File: src/common/itc_defines.svh
`ifndef ITC_DEFINES_SVH
`define ITC_DEFINES_SVH
//----------------------------------------------------------------
// Register map
//----------------------------------------------------------------
`define ITC_ADDR_W          4
`define ITC_OFF_CTRL        4'h4
`define ITC_OFF_MODE        4'h8
`define ITC_OFF_STAT        4'hC
`define ITC_CTRL_RESET      32'h0000_0000
`define ITC_BIT_DIR         10
`define ITC_BIT_LEN         11
`define ITC_BIT_HDR         12
`define ITC_BIT_START       13
`define ITC_BIT_STOP        14
`define ITC_BIT_NACK        15
`define ITC_CNT_LSB         16
`define ITC_CNT_MSB         23
`define ITC_BIT_RELOAD      24
`define ITC_BIT_AUTOEND     25
`define ITC_BIT_ON          0
`define ITC_BIT_MASTER      1
`define ITC_BIT_BYTECTL     2
`define ITC_BIT_PEC         3
`endif

File: src/common/itc_pkg.sv
package itc_pkg;
    typedef enum logic [1:0] {ITC_ACK_BUS, ITC_ACK_NACK, ITC_ACK_REQ} itc_ack_src_t;
endpackage

File: src/rtl/itc_transfer_control.sv
`timescale 1ns/10ps
`include "itc_defines.svh"
module itc_transfer_control (
    // Clock and reset
    input  wire logic        ref_clk,
    input  wire logic        rst,
    // Avalon-MM slave
    input  wire logic [3:0]  avs_address,
    input  wire logic        avs_read,
    input  wire logic        avs_write,
    input  wire logic [31:0] avs_writedata,
    input  wire logic [3:0]  avs_byteenable,
    output logic      [31:0] avs_readdata,
    output logic             avs_waitrequest,
    // Events from the bus sequencer
    input  wire logic        start_sent,
    input  wire logic        arb_lost,
    input  wire logic        timeout_err,
    input  wire logic        stop_sent,
    input  wire logic        stop_nack_sent,
    input  wire logic        addr_match,
    input  wire logic        address_match_clear,
    input  wire logic        bus_idle,
    input  wire logic        byte_done,
    input  wire logic        receiving,
    input  wire logic        overrun,
    input  wire logic        pec_byte,
    input  wire logic        pec_ok,
    // Sequencer requests
    output logic      [9:0]  target_address,
    output logic             transfer_direction,
    output logic             target_address_length,
    output logic             ten_bit_header_only,
    output logic             issue_start,
    output logic             issue_restart,
    output logic             issue_stop,
    output logic             ack_nack,
    output itc_pkg::itc_ack_src_t ack_src,
    output logic             reload_wait_flag,
    output logic             hold_clock_low,
    output logic      [7:0]  bytes_left
);
    import itc_pkg::*;

    //----------------------------------------------------------------
    // Registers
    //----------------------------------------------------------------
    logic [31:0] ctrl;
    logic [3:0]  mode;
    logic [7:0]  remain;
    logic        waiting;
    logic        rd_done;

    wire peripheral_on      = mode[`ITC_BIT_ON];
    wire master_mode        = mode[`ITC_BIT_MASTER];
    wire target_byte_control = mode[`ITC_BIT_BYTECTL];
    wire pec_on             = mode[`ITC_BIT_PEC];
    wire count_reload_on    = ctrl[`ITC_BIT_RELOAD];
    wire auto_end_mode      = ctrl[`ITC_BIT_AUTOEND];
    wire start_req          = ctrl[`ITC_BIT_START];
    wire stop_req           = ctrl[`ITC_BIT_STOP];
    wire not_acknowledge_request = ctrl[`ITC_BIT_NACK];

    //----------------------------------------------------------------
    // Bus decode
    //----------------------------------------------------------------
    wire sel_ctrl = (avs_address == `ITC_OFF_CTRL);
    wire sel_mode = (avs_address == `ITC_OFF_MODE);
    wire sel_stat = (avs_address == `ITC_OFF_STAT);
    wire wr_ctrl  = avs_write && sel_ctrl;
    wire wr_mode  = avs_write && sel_mode && avs_byteenable[0];
    wire [31:0] be_mask = {{8{avs_byteenable[3]}}, {8{avs_byteenable[2]}},
                           {8{avs_byteenable[1]}}, {8{avs_byteenable[0]}}};
    wire [31:0] wdata = (avs_writedata & be_mask) | (ctrl & ~be_mask);

    // Count field writable only while no start pending
    wire cnt_lock = start_req;
    // Start ignored while reload mode set
    wire sw_start = wr_ctrl && wdata[`ITC_BIT_START] && !wdata[`ITC_BIT_RELOAD];
    wire sw_stop  = wr_ctrl && wdata[`ITC_BIT_STOP];
    wire sw_nack  = wr_ctrl && wdata[`ITC_BIT_NACK];

    // Hardware clear conditions
    wire hw_clr_start = start_sent || arb_lost || timeout_err || !peripheral_on
                        || address_match_clear;
    wire hw_clr_stop  = stop_sent || !peripheral_on;
    wire hw_clr_nack  = stop_nack_sent || addr_match || !peripheral_on;

    //----------------------------------------------------------------
    // Request bit update
    //----------------------------------------------------------------
    // Shared by start, stop and nack: set by software, clear by hardware
    function automatic logic next_request(
        input logic cur,
        input logic set,
        input logic clr
    );
        // Clear first, so a late set cannot revive a finished request
        next_request = clr ? 1'b0 : (cur || set);
    endfunction

    // Writing 0 leaves request bits unchanged; hardware clear wins
    wire next_start = next_request(start_req, sw_start, hw_clr_start);
    wire next_stop  = next_request(stop_req, sw_stop, hw_clr_stop);
    wire next_nack  = next_request(not_acknowledge_request, sw_nack, hw_clr_nack);

    wire [31:0] wr_val = {6'h00, wdata[25:24],
                          cnt_lock ? ctrl[23:16] : wdata[23:16],
                          3'h0, wdata[12:0]};
    wire [31:0] base   = wr_ctrl ? wr_val : ctrl;
    wire [31:0] next_ctrl = {base[31:16], next_nack, next_stop, next_start, base[12:0]};

    //----------------------------------------------------------------
    // Byte counting
    //----------------------------------------------------------------
    // Count ignored in slave mode without byte control
    wire count_used = master_mode || target_byte_control;
    wire last_byte  = count_used && (remain == 8'h01);
    wire count_end  = byte_done && last_byte;
    wire load_cnt   = start_sent || (waiting && wr_ctrl && !cnt_lock);
    wire [7:0] next_remain = load_cnt ? next_ctrl[`ITC_CNT_MSB:`ITC_CNT_LSB] :
                             (byte_done && remain != 8'h00) ? remain - 8'h01 : remain;
    wire next_waiting = !peripheral_on ? 1'b0 :
                        (count_end && count_reload_on) ? 1'b1 :
                        load_cnt ? 1'b0 : waiting;

    //----------------------------------------------------------------
    // State registers
    //----------------------------------------------------------------
    always_ff @(posedge ref_clk) begin
        if (rst) begin
            ctrl <= `ITC_CTRL_RESET;
        end else begin
            ctrl <= next_ctrl;
        end
    end

    always_ff @(posedge ref_clk) begin
        if (rst) begin
            mode <= 4'h0;
        end else if (wr_mode) begin
            mode <= avs_writedata[3:0];
        end
    end

    always_ff @(posedge ref_clk) begin
        if (rst) begin
            remain <= 8'h00;
        end else begin
            remain <= next_remain;
        end
    end

    // Reload wait: count end sets, reload write or disable clears
    always_ff @(posedge ref_clk) begin
        if (rst) begin
            waiting <= 1'b0;
        end else begin
            waiting <= next_waiting;
        end
    end

    // One wait cycle per read, so read data comes from a flip-flop
    always_ff @(posedge ref_clk) begin
        if (rst) begin
            rd_done <= 1'b0;
        end else begin
            rd_done <= avs_read && !rd_done;
        end
    end

    //----------------------------------------------------------------
    // Read path
    //----------------------------------------------------------------
    wire [31:0] stat_word = {14'h0000, waiting, remain, 9'h000};
    wire [31:0] rd_mux = sel_ctrl ? ctrl :
                         sel_mode ? {28'h000_0000, mode} :
                         sel_stat ? stat_word : 32'h0000_0000;

    // Read data stands until the next read
    always_ff @(posedge ref_clk) begin
        if (rst) begin
            avs_readdata <= 32'h0000_0000;
        end else if (avs_read) begin
            avs_readdata <= rd_mux;
        end
    end

    // Writes complete at once, reads after one wait cycle
    assign avs_waitrequest = avs_read && !rd_done;

    //----------------------------------------------------------------
    // Sequencer outputs
    //----------------------------------------------------------------
    // 7-bit mode masks bits 0 and 9:8
    assign target_address = ctrl[`ITC_BIT_LEN] ? ctrl[9:0]
                                               : {2'b00, ctrl[7:1], 1'b0};
    assign transfer_direction    = ctrl[`ITC_BIT_DIR];
    assign target_address_length = ctrl[`ITC_BIT_LEN];
    // Header-only form selects short 10-bit read sequence
    assign ten_bit_header_only   = ctrl[`ITC_BIT_HDR];
    assign issue_restart = start_req && master_mode;
    assign issue_start   = start_req && !master_mode && bus_idle;
    assign issue_stop    = (stop_req && master_mode)
                           || (count_end && master_mode && auto_end_mode
                               && !count_reload_on);
    assign reload_wait_flag = waiting;
    assign hold_clock_low   = waiting;
    assign bytes_left       = remain;

    // Acknowledge selection for received bytes
    wire auto_nack = (master_mode && receiving && last_byte)
                     || (!master_mode && overrun);
    assign ack_src = (pec_on && pec_byte) ? ITC_ACK_BUS :
                     auto_nack ? ITC_ACK_NACK : ITC_ACK_REQ;
    assign ack_nack = (ack_src == ITC_ACK_BUS)  ? !pec_ok :
                      (ack_src == ITC_ACK_NACK) ? 1'b1 : not_acknowledge_request;

    //----------------------------------------------------------------
    // Checks
    //----------------------------------------------------------------
    hw_start_clear_a: assert property (@(posedge ref_clk) disable iff (rst)
        hw_clr_start
        |=> !start_req)
        else $error("start not cleared");

    reload_start_a: assert property (@(posedge ref_clk) disable iff (rst)
        (!start_req && wr_ctrl && wdata[`ITC_BIT_RELOAD])
        |=> !start_req)
        else $error("start set under reload");

    stop_clear_a: assert property (@(posedge ref_clk) disable iff (rst)
        hw_clr_stop
        |=> !stop_req)
        else $error("stop not cleared");

    nack_clear_a: assert property (@(posedge ref_clk) disable iff (rst)
        hw_clr_nack
        |=> !not_acknowledge_request)
        else $error("nack not cleared");

    count_lock_a: assert property (@(posedge ref_clk) disable iff (rst)
        (start_req && !start_sent)
        |=> $stable(ctrl[23:16]))
        else $error("count changed");

    addr_seven_a: assert property (@(posedge ref_clk) disable iff (rst)
        !target_address_length
        |-> (target_address[9:8] == 2'b00 && !target_address[0]))
        else $error("7-bit address leak");

    overrun_nack_a: assert property (@(posedge ref_clk) disable iff (rst)
        (!master_mode && overrun && !(pec_on && pec_byte))
        |-> ack_nack)
        else $error("overrun not nacked");

    reload_wait_a: assert property (@(posedge ref_clk) disable iff (rst)
        (count_end && count_reload_on && peripheral_on)
        |=> hold_clock_low)
        else $error("reload wait missing");

    zero_write_a: assert property (@(posedge ref_clk) disable iff (rst)
        (stop_req && !hw_clr_stop)
        |=> stop_req)
        else $error("stop dropped");

    reset_ctrl_a: assert property (@(posedge ref_clk)
        ($past(rst) && !rst)
        |-> (ctrl == `ITC_CTRL_RESET))
        else $error("control not reset");

    reset_count_a: assert property (@(posedge ref_clk)
        ($past(rst) && !rst)
        |-> (remain == 8'h00 && !waiting))
        else $error("counter not reset");

    addr_ten_a: assert property (@(posedge ref_clk) disable iff (rst)
        target_address_length
        |-> (target_address == ctrl[9:0]))
        else $error("10-bit address wrong");

    addr_mid_a: assert property (@(posedge ref_clk) disable iff (rst)
        !target_address_length
        |-> (target_address[7:1] == ctrl[7:1]))
        else $error("7-bit address wrong");

    dir_bit_a: assert property (@(posedge ref_clk) disable iff (rst)
        (wr_ctrl && avs_byteenable[1])
        |=> (transfer_direction == $past(avs_writedata[`ITC_BIT_DIR])))
        else $error("direction not stored");

    len_bit_a: assert property (@(posedge ref_clk) disable iff (rst)
        (wr_ctrl && avs_byteenable[1])
        |=> (target_address_length == $past(avs_writedata[`ITC_BIT_LEN])))
        else $error("length not stored");

    hdr_bit_a: assert property (@(posedge ref_clk) disable iff (rst)
        (wr_ctrl && avs_byteenable[1])
        |=> (ten_bit_header_only == $past(avs_writedata[`ITC_BIT_HDR])))
        else $error("header option not stored");

    start_keep_a: assert property (@(posedge ref_clk) disable iff (rst)
        (start_req && !hw_clr_start)
        |=> start_req)
        else $error("start dropped");

    start_set_a: assert property (@(posedge ref_clk) disable iff (rst)
        (wr_ctrl && wdata[`ITC_BIT_START] && !wdata[`ITC_BIT_RELOAD] && !hw_clr_start)
        |=> start_req)
        else $error("start not set");

    restart_issue_a: assert property (@(posedge ref_clk) disable iff (rst)
        (start_req && master_mode)
        |-> issue_restart)
        else $error("restart not issued");

    idle_start_a: assert property (@(posedge ref_clk) disable iff (rst)
        (start_req && !master_mode)
        |-> (issue_start == bus_idle))
        else $error("start not tied to idle");

    no_start_a: assert property (@(posedge ref_clk) disable iff (rst)
        !start_req
        |-> (!issue_start && !issue_restart))
        else $error("start without request");

    stop_issue_a: assert property (@(posedge ref_clk) disable iff (rst)
        (stop_req && master_mode)
        |-> issue_stop)
        else $error("stop not issued");

    stop_set_a: assert property (@(posedge ref_clk) disable iff (rst)
        (wr_ctrl && wdata[`ITC_BIT_STOP] && !hw_clr_stop)
        |=> stop_req)
        else $error("stop not set");

    nack_keep_a: assert property (@(posedge ref_clk) disable iff (rst)
        (not_acknowledge_request && !hw_clr_nack)
        |=> not_acknowledge_request)
        else $error("nack dropped");

    nack_answer_a: assert property (@(posedge ref_clk) disable iff (rst)
        (!master_mode && !overrun && !(pec_on && pec_byte))
        |-> (ack_nack == not_acknowledge_request))
        else $error("nack answer wrong");

    master_nack_a: assert property (@(posedge ref_clk) disable iff (rst)
        (master_mode && receiving && last_byte && !(pec_on && pec_byte))
        |-> ack_nack)
        else $error("last byte not nacked");

    pec_ack_a: assert property (@(posedge ref_clk) disable iff (rst)
        (pec_on && pec_byte)
        |-> (ack_nack == !pec_ok))
        else $error("check byte answer wrong");

    count_load_a: assert property (@(posedge ref_clk) disable iff (rst)
        start_sent
        |=> (remain == $past(next_ctrl[`ITC_CNT_MSB:`ITC_CNT_LSB])))
        else $error("count not loaded");

    count_step_a: assert property (@(posedge ref_clk) disable iff (rst)
        (byte_done && !load_cnt && remain != 8'h00)
        |=> (remain == $past(remain) - 8'h01))
        else $error("count not stepped");

    slave_count_a: assert property (@(posedge ref_clk) disable iff (rst)
        (!master_mode && !target_byte_control)
        |-> !last_byte)
        else $error("count used in slave");

    auto_stop_a: assert property (@(posedge ref_clk) disable iff (rst)
        (count_end && master_mode && auto_end_mode && !count_reload_on)
        |-> issue_stop)
        else $error("auto stop missing");

    reload_no_stop_a: assert property (@(posedge ref_clk) disable iff (rst)
        (count_end && count_reload_on && !stop_req)
        |-> !issue_stop)
        else $error("stop under reload");

    rd_data_hold_a: assert property (@(posedge ref_clk) disable iff (rst)
        !avs_read
        |=> $stable(avs_readdata))
        else $error("read data moved");
endmodule

File: config.mk
export PLATFORM = sky130hd
export DESIGN_NAME = itc_transfer_control
export DESIGN_NICKNAME = d
export VERILOG_FILES = /design/src/common/itc_pkg.sv /design/src/rtl/itc_transfer_control.sv
export VERILOG_INCLUDE_DIRS = /design/src /design/src/common
export SDC_FILE = /design/constraint.sdc
export NUM_CORES = 1
export LEC_CHECK = 0
export BUFFER_PORTS_ARGS = -buffer_cell sky130_fd_sc_hd__buf_4
export CORE_MARGIN = 4
export CORE_UTILIZATION = 40
export DETAILED_ROUTE_END_ITERATION = 8
export PLACE_DENSITY_LB_ADDON = 0.05
export SLEW_MARGIN = 25
export SYNTH_ARGS = -nofsm -noshare
export SYNTH_HDL_FRONTEND = slang
export SYNTH_SLANG_ARGS = --single-unit
File: constraint.sdc
create_clock -name ref_clk -period 2.41 [get_ports ref_clk]
set_input_delay 0.482 -clock ref_clk [delete_from_list [all_inputs] [get_ports ref_clk]]
set_output_delay 0.482 -clock ref_clk [all_outputs]
set_load 0.01 [all_outputs]
* After elaboration in Yosys (flattened, before gate mapping)
Cells that the tools add are included.
** Word-level totals
- Register bits :: 72
- Bits in latches :: 0
- Bits in writable memories :: 0
- Bits in read-only memories :: 0
- Input port bits :: 57
- Output and inout bits :: 62
- Logic and storage cells :: 89
- Memories :: 0
** Cells by class
- Add/sub/neg operators :: 1
- Multiply operators :: 0
- Divide/modulo/power cells :: 0
- Order comparisons :: 0
- Equal/unequal tests :: 5
- Shift operators :: 0
- Muxes and demuxes :: 14
- Bitwise logic cells :: 5
- Reductions and logical operators :: 54
** Operator list (count)
- $and 26x26->26 :: 2
- $mux 18 :: 2
- $mux 26 :: 1
- $not 26->26 :: 1
- $or 26x26->26 :: 1
- $logic_and 1x1->1 :: 25
- $mux 24 :: 1
- $mux 8 :: 3
- $logic_or 1x1->1 :: 14
- $mux 10 :: 1
- $eq 4x4->1 const B :: 2
- $eq 8x1->1 const B :: 1
- $reduce_bool 8->1 :: 1
- $reduce_or 2->1 :: 4
- $sub 8x1->8 const B :: 1
- $logic_not 1->1 :: 7
- $eq 4x3->1 const B :: 1
- $mux 1 :: 4
- $mux 2 :: 2
- $reduce_bool 2->1 :: 2
- $eq 2x1->1 const B :: 1
- $logic_not 2->1 :: 1
- $not 1->1 :: 1

* Longest topological paths before layout
Gate-level depths: netlist (run 1).
- Word-level depth :: 9
- Gate-level depth with buffers :: 6
- Gate-level depth less buffers :: 6

* Least setup slack after synthesis (run 1)
OpenSTA, ideal clock, no wires.
- Path type :: reg-to-output
- Start :: register remain[3], in the netlist bytes_left[3]
- End :: output port ack_src[1]
- Arrival :: 1512 ps
- Data required time :: 1928 ps
- Setup slack :: 416 ps
- Stages on the path, launching flop included :: 6
- Buffers on the path :: 1
- Cells stage by stage :: dfxtp_1 clkbuf_1 nor2_1 and4_1 a31oi_1 a21boi_0
** Between the ends
- Word-level cells in the longest chain between the ends :: 6
** Ends and longest elaborated chain
- start, declared :: RTL line itc_transfer_control.sv:50 : logic [7:0] remain;
- start signal, assigned :: RTL line itc_transfer_control.sv:150 : remain <= next_remain;
- $eq 8x1->1 :: RTL line itc_transfer_control.sv:118 : wire last_byte = count_used && (remain == 8'h01);
- $logic_and 1x1->1 :: RTL line itc_transfer_control.sv:118
- $logic_and 1x1->1 :: RTL line itc_transfer_control.sv:212 : wire auto_nack = (master_mode && receiving && last_byte)
- $logic_or 1x1->1 :: RTL line itc_transfer_control.sv:213 : || (!master_mode && overrun);
- $mux 2 :: RTL line itc_transfer_control.sv:215 : auto_nack ? ITC_ACK_NACK : ITC_ACK_REQ;
- $mux 2 :: RTL line itc_transfer_control.sv:214 : assign ack_src = (pec_on && pec_byte) ? ITC_ACK_BUS :
- end, declared :: RTL line itc_transfer_control.sv:38 : output itc_pkg::itc_ack_src_t ack_src,
Every way passes these cells.

* Worst setup path in the final report (run 1)
- Start :: register remain[5], in the netlist bytes_left[5]
- End :: output port ack_nack
** Between the ends
- Word-level cells in the longest chain between the ends :: 9
- Elaborated cells between the ends (all ways) :: 10
- Those cells by class :: 2 x eq/ne; 4 x mux; 4 x reduce/logical
** Ends and longest elaborated chain
- $eq 8x1->1 (*) :: RTL line itc_transfer_control.sv:118
- $logic_and 1x1->1 (*) :: RTL line itc_transfer_control.sv:118
- $logic_and 1x1->1 (*) :: RTL line itc_transfer_control.sv:212
- $logic_or 1x1->1 (*) :: RTL line itc_transfer_control.sv:213
- $mux 2 (*) :: RTL line itc_transfer_control.sv:215
- $mux 2 (*) :: RTL line itc_transfer_control.sv:214
- $eq 2x1->1 :: RTL line itc_transfer_control.sv:217 : (ack_src == ITC_ACK_NACK) ? 1'b1 : not_acknowledge_request;
- $mux 1 :: RTL line itc_transfer_control.sv:217
- $mux 1 (*) :: RTL line itc_transfer_control.sv:216 : assign ack_nack = (ack_src == ITC_ACK_BUS) ? !pec_ok :
- end, declared :: RTL line itc_transfer_control.sv:37 : output logic ack_nack,
Every way passes the cells marked *; elsewhere a longest branch is shown, timed or not.

==> results of run 1 <==
## routing by layer
metal  up-vias  GRT usage  share of wire
li1       1386          -              -
met1      1248     0.2763           0.46
met2       100     0.2807           0.45
met3         7    0.05657          0.082
met4         0    0.04327         0.0084
met5         -          0              0
## logic make-up (layout without fill, tap and decap cells)
logic type      count (synthesis)  count (layout)  synth area share
buf+inv                        43             132           0.07333
other cells                     1               6          0.001249
flops                          66              66            0.4400
xor+xnor                        1               1          0.002917
compound gates                 91              91            0.2029
simple gates                  118             118            0.2079
fa+ha+maj                       2               2          0.008332
mux                            19              19           0.06333
## cells in the final DEF (no fill, tap or decap), types with 15 or more instances in the layout
cell type,instances
dfxtp_1,63
a211oi_1,18
nand2_1,15
nand3_1,19
mux2i_1,19
buf_4,111
a21oi_1,35
nand2b_1,17
nor2_1,32
## cells in the mapped netlist, types with 2 or more instances
master / n / area (um^2)
nor2b_1: 7 / 43.79
or4b_1: 2 / 20.02
ha_1: 2 / 25.02
buf_2: 4 / 20.02
mux2i_1: 19 / 190.2
a311oi_1: 3 / 26.28
nor3_1: 4 / 20.02
a21oi_1: 35 / 175.2
nand2_1: 15 / 56.30
and2_1: 7 / 43.79
nand2b_1: 17 / 106.4
a21boi_0: 6 / 45.04
and3_1: 5 / 31.28
a31oi_1: 3 / 18.77
a22oi_1: 9 / 67.56
o21ai_0: 2 / 10.01
and4_1: 2 / 17.52
nor2_1: 32 / 120.1
a22o_1: 4 / 35.03
a211oi_1: 18 / 135.1
clkbuf_1: 19 / 71.32
nand3_1: 19 / 95.09
inv_1: 4 / 15.01
dfxtp_1: 66 / 1321
buf_4: 14 / 105.1
o21a_1: 2 / 15.01
## power breakdown
part | total [W] | internal (W) | switching, W
Combinational | 0.000272 | 0.000137 | 0.000135
Clock | 0.000890 | 0.000475 | 0.000415
Sequential | 0.00114 | 0.00111 | 0.0000242
## through the flow
step | std cells | area (um^2) | setup slack (ps) | hold WS, ps | total power [W]
3_3_place_gp | 518 | 3802 | 263.3 | 457.7 | 0.001431
6_report | 534 | 3999 | 143.8 | 303.6 | 0.002298
5_1_grt | 534 | 3999 | 9.302 | 287.7 | 0.002393
3_5_place_dp | 518 | 3802 | 259.8 | 461.0 | 0.001432
4_1_cts | 534 | 3989 | 11.10 | 288.8 | 0.002317
2_1_floorplan | 346 | 3022 | 416.0 | 445.2 | 0.001299
## cell type report
type	instances	area, um^2	share of cell area
multi-input cells	237	1495	0.3739
well taps	99	123.9	0.03098
clock inverters	5	55.05	0.01377
repair buffers	112	853.3	0.2134
flip-flops and latches	66	1325	0.3314
inverters	4	15.01	0.003755
clock buffers	11	131.4	0.03285
## critical path: cells and delay by family (launching register included)
| kind | cells | cell delay (ps) |
|---|---|---|
| AND/OR/NAND/NOR | 2 | 570 |
| buffers and inverters | 1 | 160 |
| AO/OA/AOI/OAI | 2 | 340 |
| flip-flops | 1 | 380 |
## path summary, 6_finish.rpt
kind / to / depth (start not counted) / from
setup / recovery: ack_nack / 5 / bytes_left[5]$_SDFFE_PP0P_
hold / removal: ctrl[15]$_SDFF_PP0_ / 2 / addr_match
setup reg to reg: bytes_left[5]$_SDFFE_PP0P_ / 6 / bytes_left[0]$_SDFFE_PP0P_
hold reg to reg: avs_readdata[3]$_SDFFE_PP0P_ / 2 / avs_readdata[3]$_SDFFE_PP0P_
## what timing repair did
item | in CTS | in global routing
resized for setup | 0 | 4
hold buffers | 0 | 0
setup buffers | 0 | 0
endpoints found under the setup margin | 0 | 2
==> summary.md, run 1 <==
| Metric | Value |
|---|---|
| Max transition margin | 0.6364 |
| Reg clk slew, reported paths | 70 ps |
| Cell variety after synth | 47 |
| Max cap viols | 0 |
| RSZ-0062 raised after global routing | false |
| Largest net degree at the start of global routing | 53 |
| Maximum VDD drop | 0.0004019 V |
| Post-DP HPWL | between 6 and 7 mm |
| CP Capture Type | output pin |
| Critical path cell sequence | nor3_1 -> and4_1 -> a31oi_2 -> a32oi_1 -> buf_4 |
| Worst Skew | around 8.4 ps |
| Vias | roughly 2700 |
| Sequential share of the synthesized area | 0.4400 |
| Sink Count | 66 |
| R2R Setup Slk | 470 ps |
| Status | finished clean |
| Final TNS setup | 0 ps |
| Measured slew at the worst slew-check pin | ~540 ps |
| Tcrit/Tclk final | 0.9403 |
| WL/cell | 15.62 um |
| Final Core Density | 0.5484 |
| Post-Syn Area | ~3000 um^2 |
| Initial DRC Count | a little over 100 |
| Grt ovf | 0 |
| Post-synth top flop | dfxtp_1 |
| Final hold vios | 0 |
| Nets | between 400 and 500 |
| Avg Cell Area, Syn | 8.806 um^2 |
| Crit path required time | 1930 ps |
| Initial antenna violation count | 0 |
| Async set-or-reset flop fraction in the synthesized netlist | 0 |
| Final Critical Period | between 2000 and 2500 ps |
| DR vias/cell | 5.133 |
| Skew-Pair Late Insertion Delay | approximately 340 ps |
| Synthesized instance count | about 340 |
| Global Route Usage Sum | 0.1915 |
| Router iterations before antenna repair | 6 |
| Slowest Stage Delay on Critical Path | approximately 380 ps |
| CTS tree | yes |
| Fmax | 441.3 MHz |
| Die X-Extent | around 95 um |
| Crit path DAT | ~1800 ps |
| Die height | approximately 95 um |
| Port bufs | roughly 110 |
| Critical path fanouts, max | 7 |
| Area growth from synthesis to layout | 33.17% |
| Hold crit path type | primary input to flop |
| Pwr per Cell Area | roughly 570 nW/um^2 |
| Site Rows | 31 |
| Io pins | ~120 |
| CP max-delay cell | dfxtp_1 |
| Number of global-route vias before repair | 2581 |
| Starting Density | 0.4118 |
| WS Path Type | flop to output pin |
| CTS max path bufs | 2 |
| Number of synthesized register bits | 66 |
| Final Setup Violations | 0 |
| Leak Pwr | ~1.6 nW |
| Worst setup SP type | flop |
| Pins Over Slew Limit | 0 |
| Filler cells | around 740 |
| Number of flops mapped to enable cells by yosys | 0 |
| RePlAce Congestion | 0.7944 |
| DR DRC count | 0 |
| Die area | approximately 9000 um^2 |
| First-pass GRT wire length | about 13 mm |
| Yosys warning count | 0 |
| CTS Buf Count | 9 |
| Final ANT Viol Nets | 0 |
| Drt total wl | 8.342 mm |
| Antenna diodes | 0 |
| Clk root buf | clkbuf_8 |
| Share of cells above drive strength 1 | 0.3080 |
| Core area | 7292 um^2 |
| H-Tree Level Count | 3 |
Power figures use the tool's default switching activity.
==> inputs of run 2 (changes only) <==
ABC_AREA = 1   (was unset)
==> summary.md, run 2 <==
| Metric | Value |
|---|---|
| Status | finished clean |
| Sw Ratio | 0.2769 (+0.02695) |
| Io pins | 119 (unchanged) |
| Clock network power share | 0.332 (-0.055) |
| Most frequent cells in the layout | buf_4 (110), nand2_1 (105), inv_1 (70) |
| Share of cells above drive strength 1 | 0.2400 (-0.06805) |
| Die height | 98.29 um (+3.8%) |
| Largest net degree at the start of global routing | 35 (-34%) |
| Maximum VDD drop | 0.0003504 V (-13%) |
| Most frequent cells after synthesis | nand2_1 (105), inv_1 (70), dfxtp_1 (66), o21ai_0 (49) |
| Async set-or-reset flop fraction in the synthesized netlist | 0 (unchanged) |
| Placed cells | 662 (+28%) |
| Initial DRC Count | 115 (+13%) |
| DR top layer | met4 |
| Skew-Pair Late Insertion Delay | 330 ps (about the same) |
| Avg Cell Area, Syn | 6.836 um^2 (-22%) |
| Grt ovf | 0 (unchanged) |
| Number of flops mapped to enable cells by yosys | 0 (unchanged) |
| Vias | 3222 (+18%) |
| Site Rows | 32 (+3.2%) |
| Initial antenna violation count | 0 (unchanged) |
| Nets | 630 (+29%) |
| Clk root buf | clkbuf_8 |
| Post-Syn Area | 3261 um^2 (+8.6%) |
| WS Path Type | flop to output pin |
| Reg clk slew, reported paths | 70 ps (about the same) |
| Wire length on met2 | 4.148 mm (+12%) |
| NetSw | 0.0006370 W (+11%) |
| Port bufs | 106 (unchanged) |
| Synthesized instance count | 477 (+40%) |
| Sink Count | 66 (unchanged) |
| Reg power frac | 0.503 (+0.009) |
| Postcts setup bufs | 0 (unchanged) |
| Die X-Extent | 98.29 um (+3.8%) |
| Antenna diodes | 0 (unchanged) |
| Leading area contributor after synthesis | dfxtp_1 |
| Leak Pwr | 1.989 nW (+25%) |
| CTS Buf Count | 9 (unchanged) |
| Final worst setup slack | 230.7 ps (+86.88 ps) |
| Worst Skew | 9.720 ps (+1.325 ps) |
| Global Route Usage Sum | 0.1927 (+0.001280) |
| Tcrit/Tclk final | 0.9043 (-0.03605) |
| Met3 routed WL | 554 um (-19%) |
| WL met1 | 4.391 mm (+14%) |
| CP Capture Type | output pin |
| DR vias/cell | 4.759 (-7.3%) |
| Final hold slack | 323.6 ps (+20.04 ps) |
| Max cap viols | 0 (unchanged) |
| RePlAce Congestion | 0.7888 (-0.70%) |
| Fmax | 458.9 MHz (+4.0%) |
| Crit path required time | 1930 ps (about the same) |
| Synth area leaders | dfxtp_1 (41%), nand2_1 (12%), inv_1 (8.1%), o21ai_0 (7.5%), a21oi_1 (6.6%) |
| Yosys warning count | 0 (unchanged) |
| R2R Setup Slk | 760 ps (+290 ps) |
| Pins Over Slew Limit | 0 (unchanged) |
| Most common library cell in the layout ignoring fill and taps | buf_4 |
| Most frequent cell after synthesis | nand2_1 |
| Number of global-route vias before repair | 3108 (+20%) |
| RSZ-0062 raised after global routing | false |
| Worst setup SP type | flop |
| Die area | 9660 um^2 (+7.8%) |
| Final Non-Filler Cells | 677 (+27%) |
| WL/cell | 13.56 um (-13%) |
| CTS max path bufs | 2 (unchanged) |
| Filler cells | 811 (+9.4%) |
| Logic pwr share | 0.165 (+0.047) |
| Router iterations before antenna repair | 6 (unchanged) |
| Cell variety after synth | 30 (-36%) |
| Area growth from synthesis to layout | 29.51% |
| Final Setup Violations | 0 (unchanged) |
| Pwr per Cell Area | 544.8 nW/um^2 (-5.2%) |
| Crit path DAT | 1700 ps (-80 ps) |
| Hold crit path type | primary input to flop |
| Final ANT Viol Nets | 0 (unchanged) |
| Number of synthesized register bits | 66 (unchanged) |
| Critical path fanouts, max | 6 (-1) |
| Placed cell area | 4065 um^2 (+6.9%) |
| Final hold vios | 0 (unchanged) |
| DR DRC count | 0 (unchanged) |
| Final TNS setup | 0 ps (unchanged) |
| Final Critical Period | 2179 ps (-86.88 ps) |
| H-Tree Level Count | 3 (unchanged) |
| Finished Cell Area | 4223 um^2 (+5.6%) |
| Post-synth top flop | dfxtp_1 |
| Top cell type's share of synthesized area | 0.4052 (-0.03478) |
| Starting Density | 0.4176 (+0.005823) |
| Pre-CTS setup slack | 528.2 ps (+268.4 ps) |
| First-pass GRT wire length | 15.14 mm (+15%) |
| Internal cell power | 0.001664 W (-3.5%) |
| Sequential share of the synthesized area | 0.4052 (-0.03478) |
| Drt total wl | 9.178 mm (+10%) |
| CTS tree | yes |
| Post-DP HPWL | 6.996 mm (+11%) |
| Core area | 7807 um^2 (+7.1%) |
run 2: per-layer routing:
metal | global-route usage | vias to the layer above
met5 | 0 | -
met4 | 0.04727 | 0
met3 | 0.05143 | 5
met2 | 0.3073 | 94
met1 | 0.2601 | 1416
li1 | - | 1707
run 2: cell type report:
type | instances | area, um^2 | area share
Sequential cell | 66 | 1321 | 0.3129
Tap cell | 102 | 127.6 | 0.03022
Multi-Input combinational cell | 311 | 1503 | 0.3559
Clock buffer | 12 | 135.1 | 0.03200
Timing Repair Buffer | 111 | 845.8 | 0.2003
Inverter | 72 | 272.8 | 0.06459
Clock inverter | 3 | 17.52 | 0.004148
run 2: worst paths after layout:
kind / startpoint / end / depth (start not counted)
setup / recovery: bytes_left[3]$_SDFFE_PP0P_ / issue_stop / 8
hold / removal: stop_sent / ctrl[14]$_SDFF_PP0_ / 2
setup reg to reg: bytes_left[0]$_SDFFE_PP0P_ / bytes_left[6]$_SDFFE_PP0P_ / 10
hold reg to reg: rd_done$_SDFF_PP0_ / rd_done$_SDFF_PP0_ / 1
run 2: power groups by stage:
| stage | clock network [W] | logic (W) | registers [W] |
|---|---|---|---|
| finish | 0.000763 | 0.000380 | 0.00116 |
| global route | 0.000835 | 0.000428 | 0.00116 |
| CTS | 0.000780 | 0.000384 | 0.00116 |
| detailed placement | 0 | 0.000381 | 0.00118 |
| global placement | 0 | 0.000377 | 0.00118 |
| floorplan | 0 | 0.000198 | 0.00119 |
run 2: cells by family after synthesis:
group                    after synthesis  share of synthesized area
AO/OA/AOI/OAI                        110                     0.1846
flip-flops                            66                     0.4052
AND/OR/NAND/NOR                      192                     0.2575
adder cells (fa/ha/maj)                2                   0.007673
other                                  1                   0.001150
buffers and inverters                105                     0.1412
XOR/XNOR                               1                   0.002687
run 2: worst max-delay path, cell delays in order, from the launching register on:
cell     delay (ps)
dfxtp_1         370
nor2_1          190
nand2_1         110
nor2_2          110
nand2_1          70
nor2_2          100
nand3_1          90
a21oi_1         180
buf_4           150
run 2: what timing repair did:
| item | in CTS | in global routing |
|---|---|---|
| resized for setup | 0 | 2 |
| hold endpoints to repair | 0 | 0 |
| hold buffers | 0 | 0 |
| setup endpoints to repair | 0 | 1 |
run 2: per-stage QoR:
stage / power (W) / util
after global placement: 0.001558 / 0.5207
final: 0.002301 / 0.5409
after detailed placement: 0.001563 / 0.5207
after CTS: 0.002321 / 0.5402
after global routing: 0.002425 / 0.5409
after floorplan: 0.001389 / -
==> inputs of run 3 (changes only) <==
ABC_AREA = unset   (was 1)
CTS_BUF_LIST = sky130_fd_sc_hd__clkbuf_16   (was unset)
==> summary.md, run 3 (same netlist as run 1, synthesis figures left out) <==
| Metric | Value |
|---|---|
| Pre-CTS setup slack | 259.8 ps (-268.4 ps) |
| RePlAce Congestion | 0.7944 (+0.71%) |
| Die height | 94.65 um (-3.7%) |
| Most frequent cells in the layout | buf_4 (111), dfxtp_1 (64), a21oi_1 (35) |
| DR DRC count | 0 (unchanged) |
| Pwr per Cell Area | 647.9 nW/um^2 (+19%) |
| Nets | 489 (-22%) |
| DR vias/cell | 5.082 (+6.8%) |
| Sw Ratio | 0.2324 (-0.04447) |
| Final TNS setup | 0 ps (unchanged) |
| CTS tree | yes |
| Number of global-route vias before repair | 2558 (-18%) |
| Post-DP HPWL | 6.279 mm (-10%) |
| Final Setup Violations | 0 (unchanged) |
| Grt ovf | 0 (unchanged) |
| H-Tree Level Count | 3 (unchanged) |
| Logic pwr share | 0.103 (-0.062) |
| Measured slew at the worst slew-check pin | about 540 ps |
| Router iterations before antenna repair | 6 (unchanged) |
| Tcrit/Tclk final | 0.9484 (+0.04410) |
| Pins Over Slew Limit | 0 (unchanged) |
| Fmax | 437.5 MHz (-4.6%) |
| CTS max path bufs | 2 (unchanged) |
| Drt total wl | 8.349 mm (-9.0%) |
| Max transition margin | 0.6368 |
| Io pins | 119 (unchanged) |
| Die X-Extent | 94.65 um (-3.7%) |
| Site Rows | 31 (-3.1%) |
| Internal cell power | 0.002039 W (+23%) |
| CP Capture Type | output pin |
| Share of cells above drive strength 1 | 0.3057 (+0.06575) |
| Max cap viols | 0 (unchanged) |
| Largest net degree at the start of global routing | 53 (+51%) |
| Final hold vios | 0 (unchanged) |
| Starting Density | 0.4118 (-0.005823) |
| Reg power frac | 0.428 (-0.075) |
| Clock network power share | 0.469 (+0.137) |
| NetSw | 0.0006173 W (-3.1%) |
| Maximum VDD drop | 0.0005144 V (+47%) |
| Crit path DAT | 1800 ps (+100 ps) |
| Antenna diodes | 0 (unchanged) |
| Initial DRC Count | 100 (-13%) |
| Final worst setup slack | 124.5 ps (-106.3 ps) |
| Initial antenna violation count | 0 (unchanged) |
| Area growth from synthesis to layout | 36.50% |
| Hold crit path type | primary input to flop |
| Global Route Usage Sum | 0.1910 (-0.001780) |
| Most common library cell in the layout ignoring fill and taps | buf_4 |
| Vias | 2714 (-16%) |
| CTS Buf Count | 9 (unchanged) |
| Worst Skew | 4.882 ps (-4.838 ps) |
| Port bufs | 106 (unchanged) |
| Die area | 8958 um^2 (-7.3%) |
| Final ANT Viol Nets | 0 (unchanged) |
| Hold-fix buffers, CTS | 0 (unchanged) |
| Reg clk slew, reported paths | 50 ps (-20 ps) |
| WS Path Type | flop to output pin |
| Critical path fanouts, max | 5 (-1) |
| Skew-Pair Late Insertion Delay | 320 ps (about the same) |
| Core area | 7292 um^2 (-6.6%) |
| RSZ-0062 raised after global routing | false |
| Worst setup SP type | flop |
| Final Critical Period | 2286 ps (+106.3 ps) |
| Clk root buf | clkbuf_16 |
| WL/cell | 15.63 um (+15%) |
| Status | finished clean |
| Crit path required time | 1930 ps (about the same) |
| First-pass GRT wire length | 13.12 mm (-13%) |
| Leak Pwr | 1.642 nW (-17%) |
| Sink Count | 66 (unchanged) |
[run 3: cell types whose count changed in the layout (fill, tap and decap cells not counted), moves of 8 or more]
cell / previous run / this run
a211oi_1: 1 / 18
a21oi_1: 43 / 35
a22oi_1: 0 / 9
clkbuf_16: 0 / 9
clkbuf_8: 9 / 0
inv_1: 70 / 6
mux2i_1: 0 / 19
nand2_1: 105 / 15
nand2b_1: 0 / 17
nand4_1: 10 / 0
nor2_1: 41 / 32
o21ai_0: 49 / 2
o221ai_1: 13 / 1
[run 3: critical path, cell delays in order (launching register included)]
cell and delay [ps]:
dfxtp_1 400, inv_1 80, ha_1 180, and4_1 230
a31oi_2 240, a21boi_0 210, buf_4 150
[run 3: layout make-up]
type	count	area [um^2]
well taps	99	123.9
clock inverters	7	62.56
inverters	4	15.01
fillers	728	3193
flip-flops and latches	66	1324
multi-input cells	237	1495
clock buffers	9	225.2
repair buffers	112	853.3
[run 3: power groups by stage]
stage / Sequential [W] / Clock (W) / Combinational [W]
6_report: 0.00114 / 0.00125 / 0.000272
5_1_grt: 0.00114 / 0.00131 / 0.000301
4_1_cts: 0.00114 / 0.00127 / 0.000273
3_5_place_dp: 0.00116 / 0 / 0.000272
3_3_place_gp: 0.00116 / 0 / 0.000271
2_1_floorplan: 0.00116 / 0 / 0.000140
[run 3: path summary, 6_finish.rpt]
path	startpoint	end	slack (ps)	cells past startpoint
setup reg to reg	bytes_left[0]$_SDFFE_PP0P_	bytes_left[5]$_SDFFE_PP0P_	460	6
hold / removal	addr_match	ctrl[15]$_SDFF_PP0_	320	2
setup / recovery	bytes_left[1]$_SDFFE_PP0P_	ack_src[1]	120	6
hold reg to reg	avs_readdata[3]$_SDFFE_PP0P_	avs_readdata[3]$_SDFFE_PP0P_	470	2
[run 3: layer usage]
| metal | part of all wire | GRT usage |
|---|---|---|
| met1 | 0.47 | 0.2767 |
| met2 | 0.45 | 0.2801 |
| met3 | 0.064 | 0.04940 |
| met4 | 0.0096 | 0.05048 |
| met5 | 0 | 0 |
[run 3: repair_timing]
action,in CTS,in global routing
endpoints found under the setup margin,0,1
gates resized for setup,0,3
setup buffers,0,0
[run 3: stage by stage]
stage | total power, W | util | hold WS (ps) | instances | cell area (um^2)
CTS | 0.002676 | 0.5609 | 310.3 | 534 | 4090
detailed placement | 0.001432 | 0.5214 | 461.0 | 518 | 3802
global placement | 0.001431 | 0.5214 | 457.7 | 518 | 3802
finish | 0.002656 | 0.5621 | 317.7 | 534 | 4099
global route | 0.002754 | 0.5621 | 314.8 | 534 | 4099
floorplan | 0.001299 | - | 445.2 | 346 | 3022
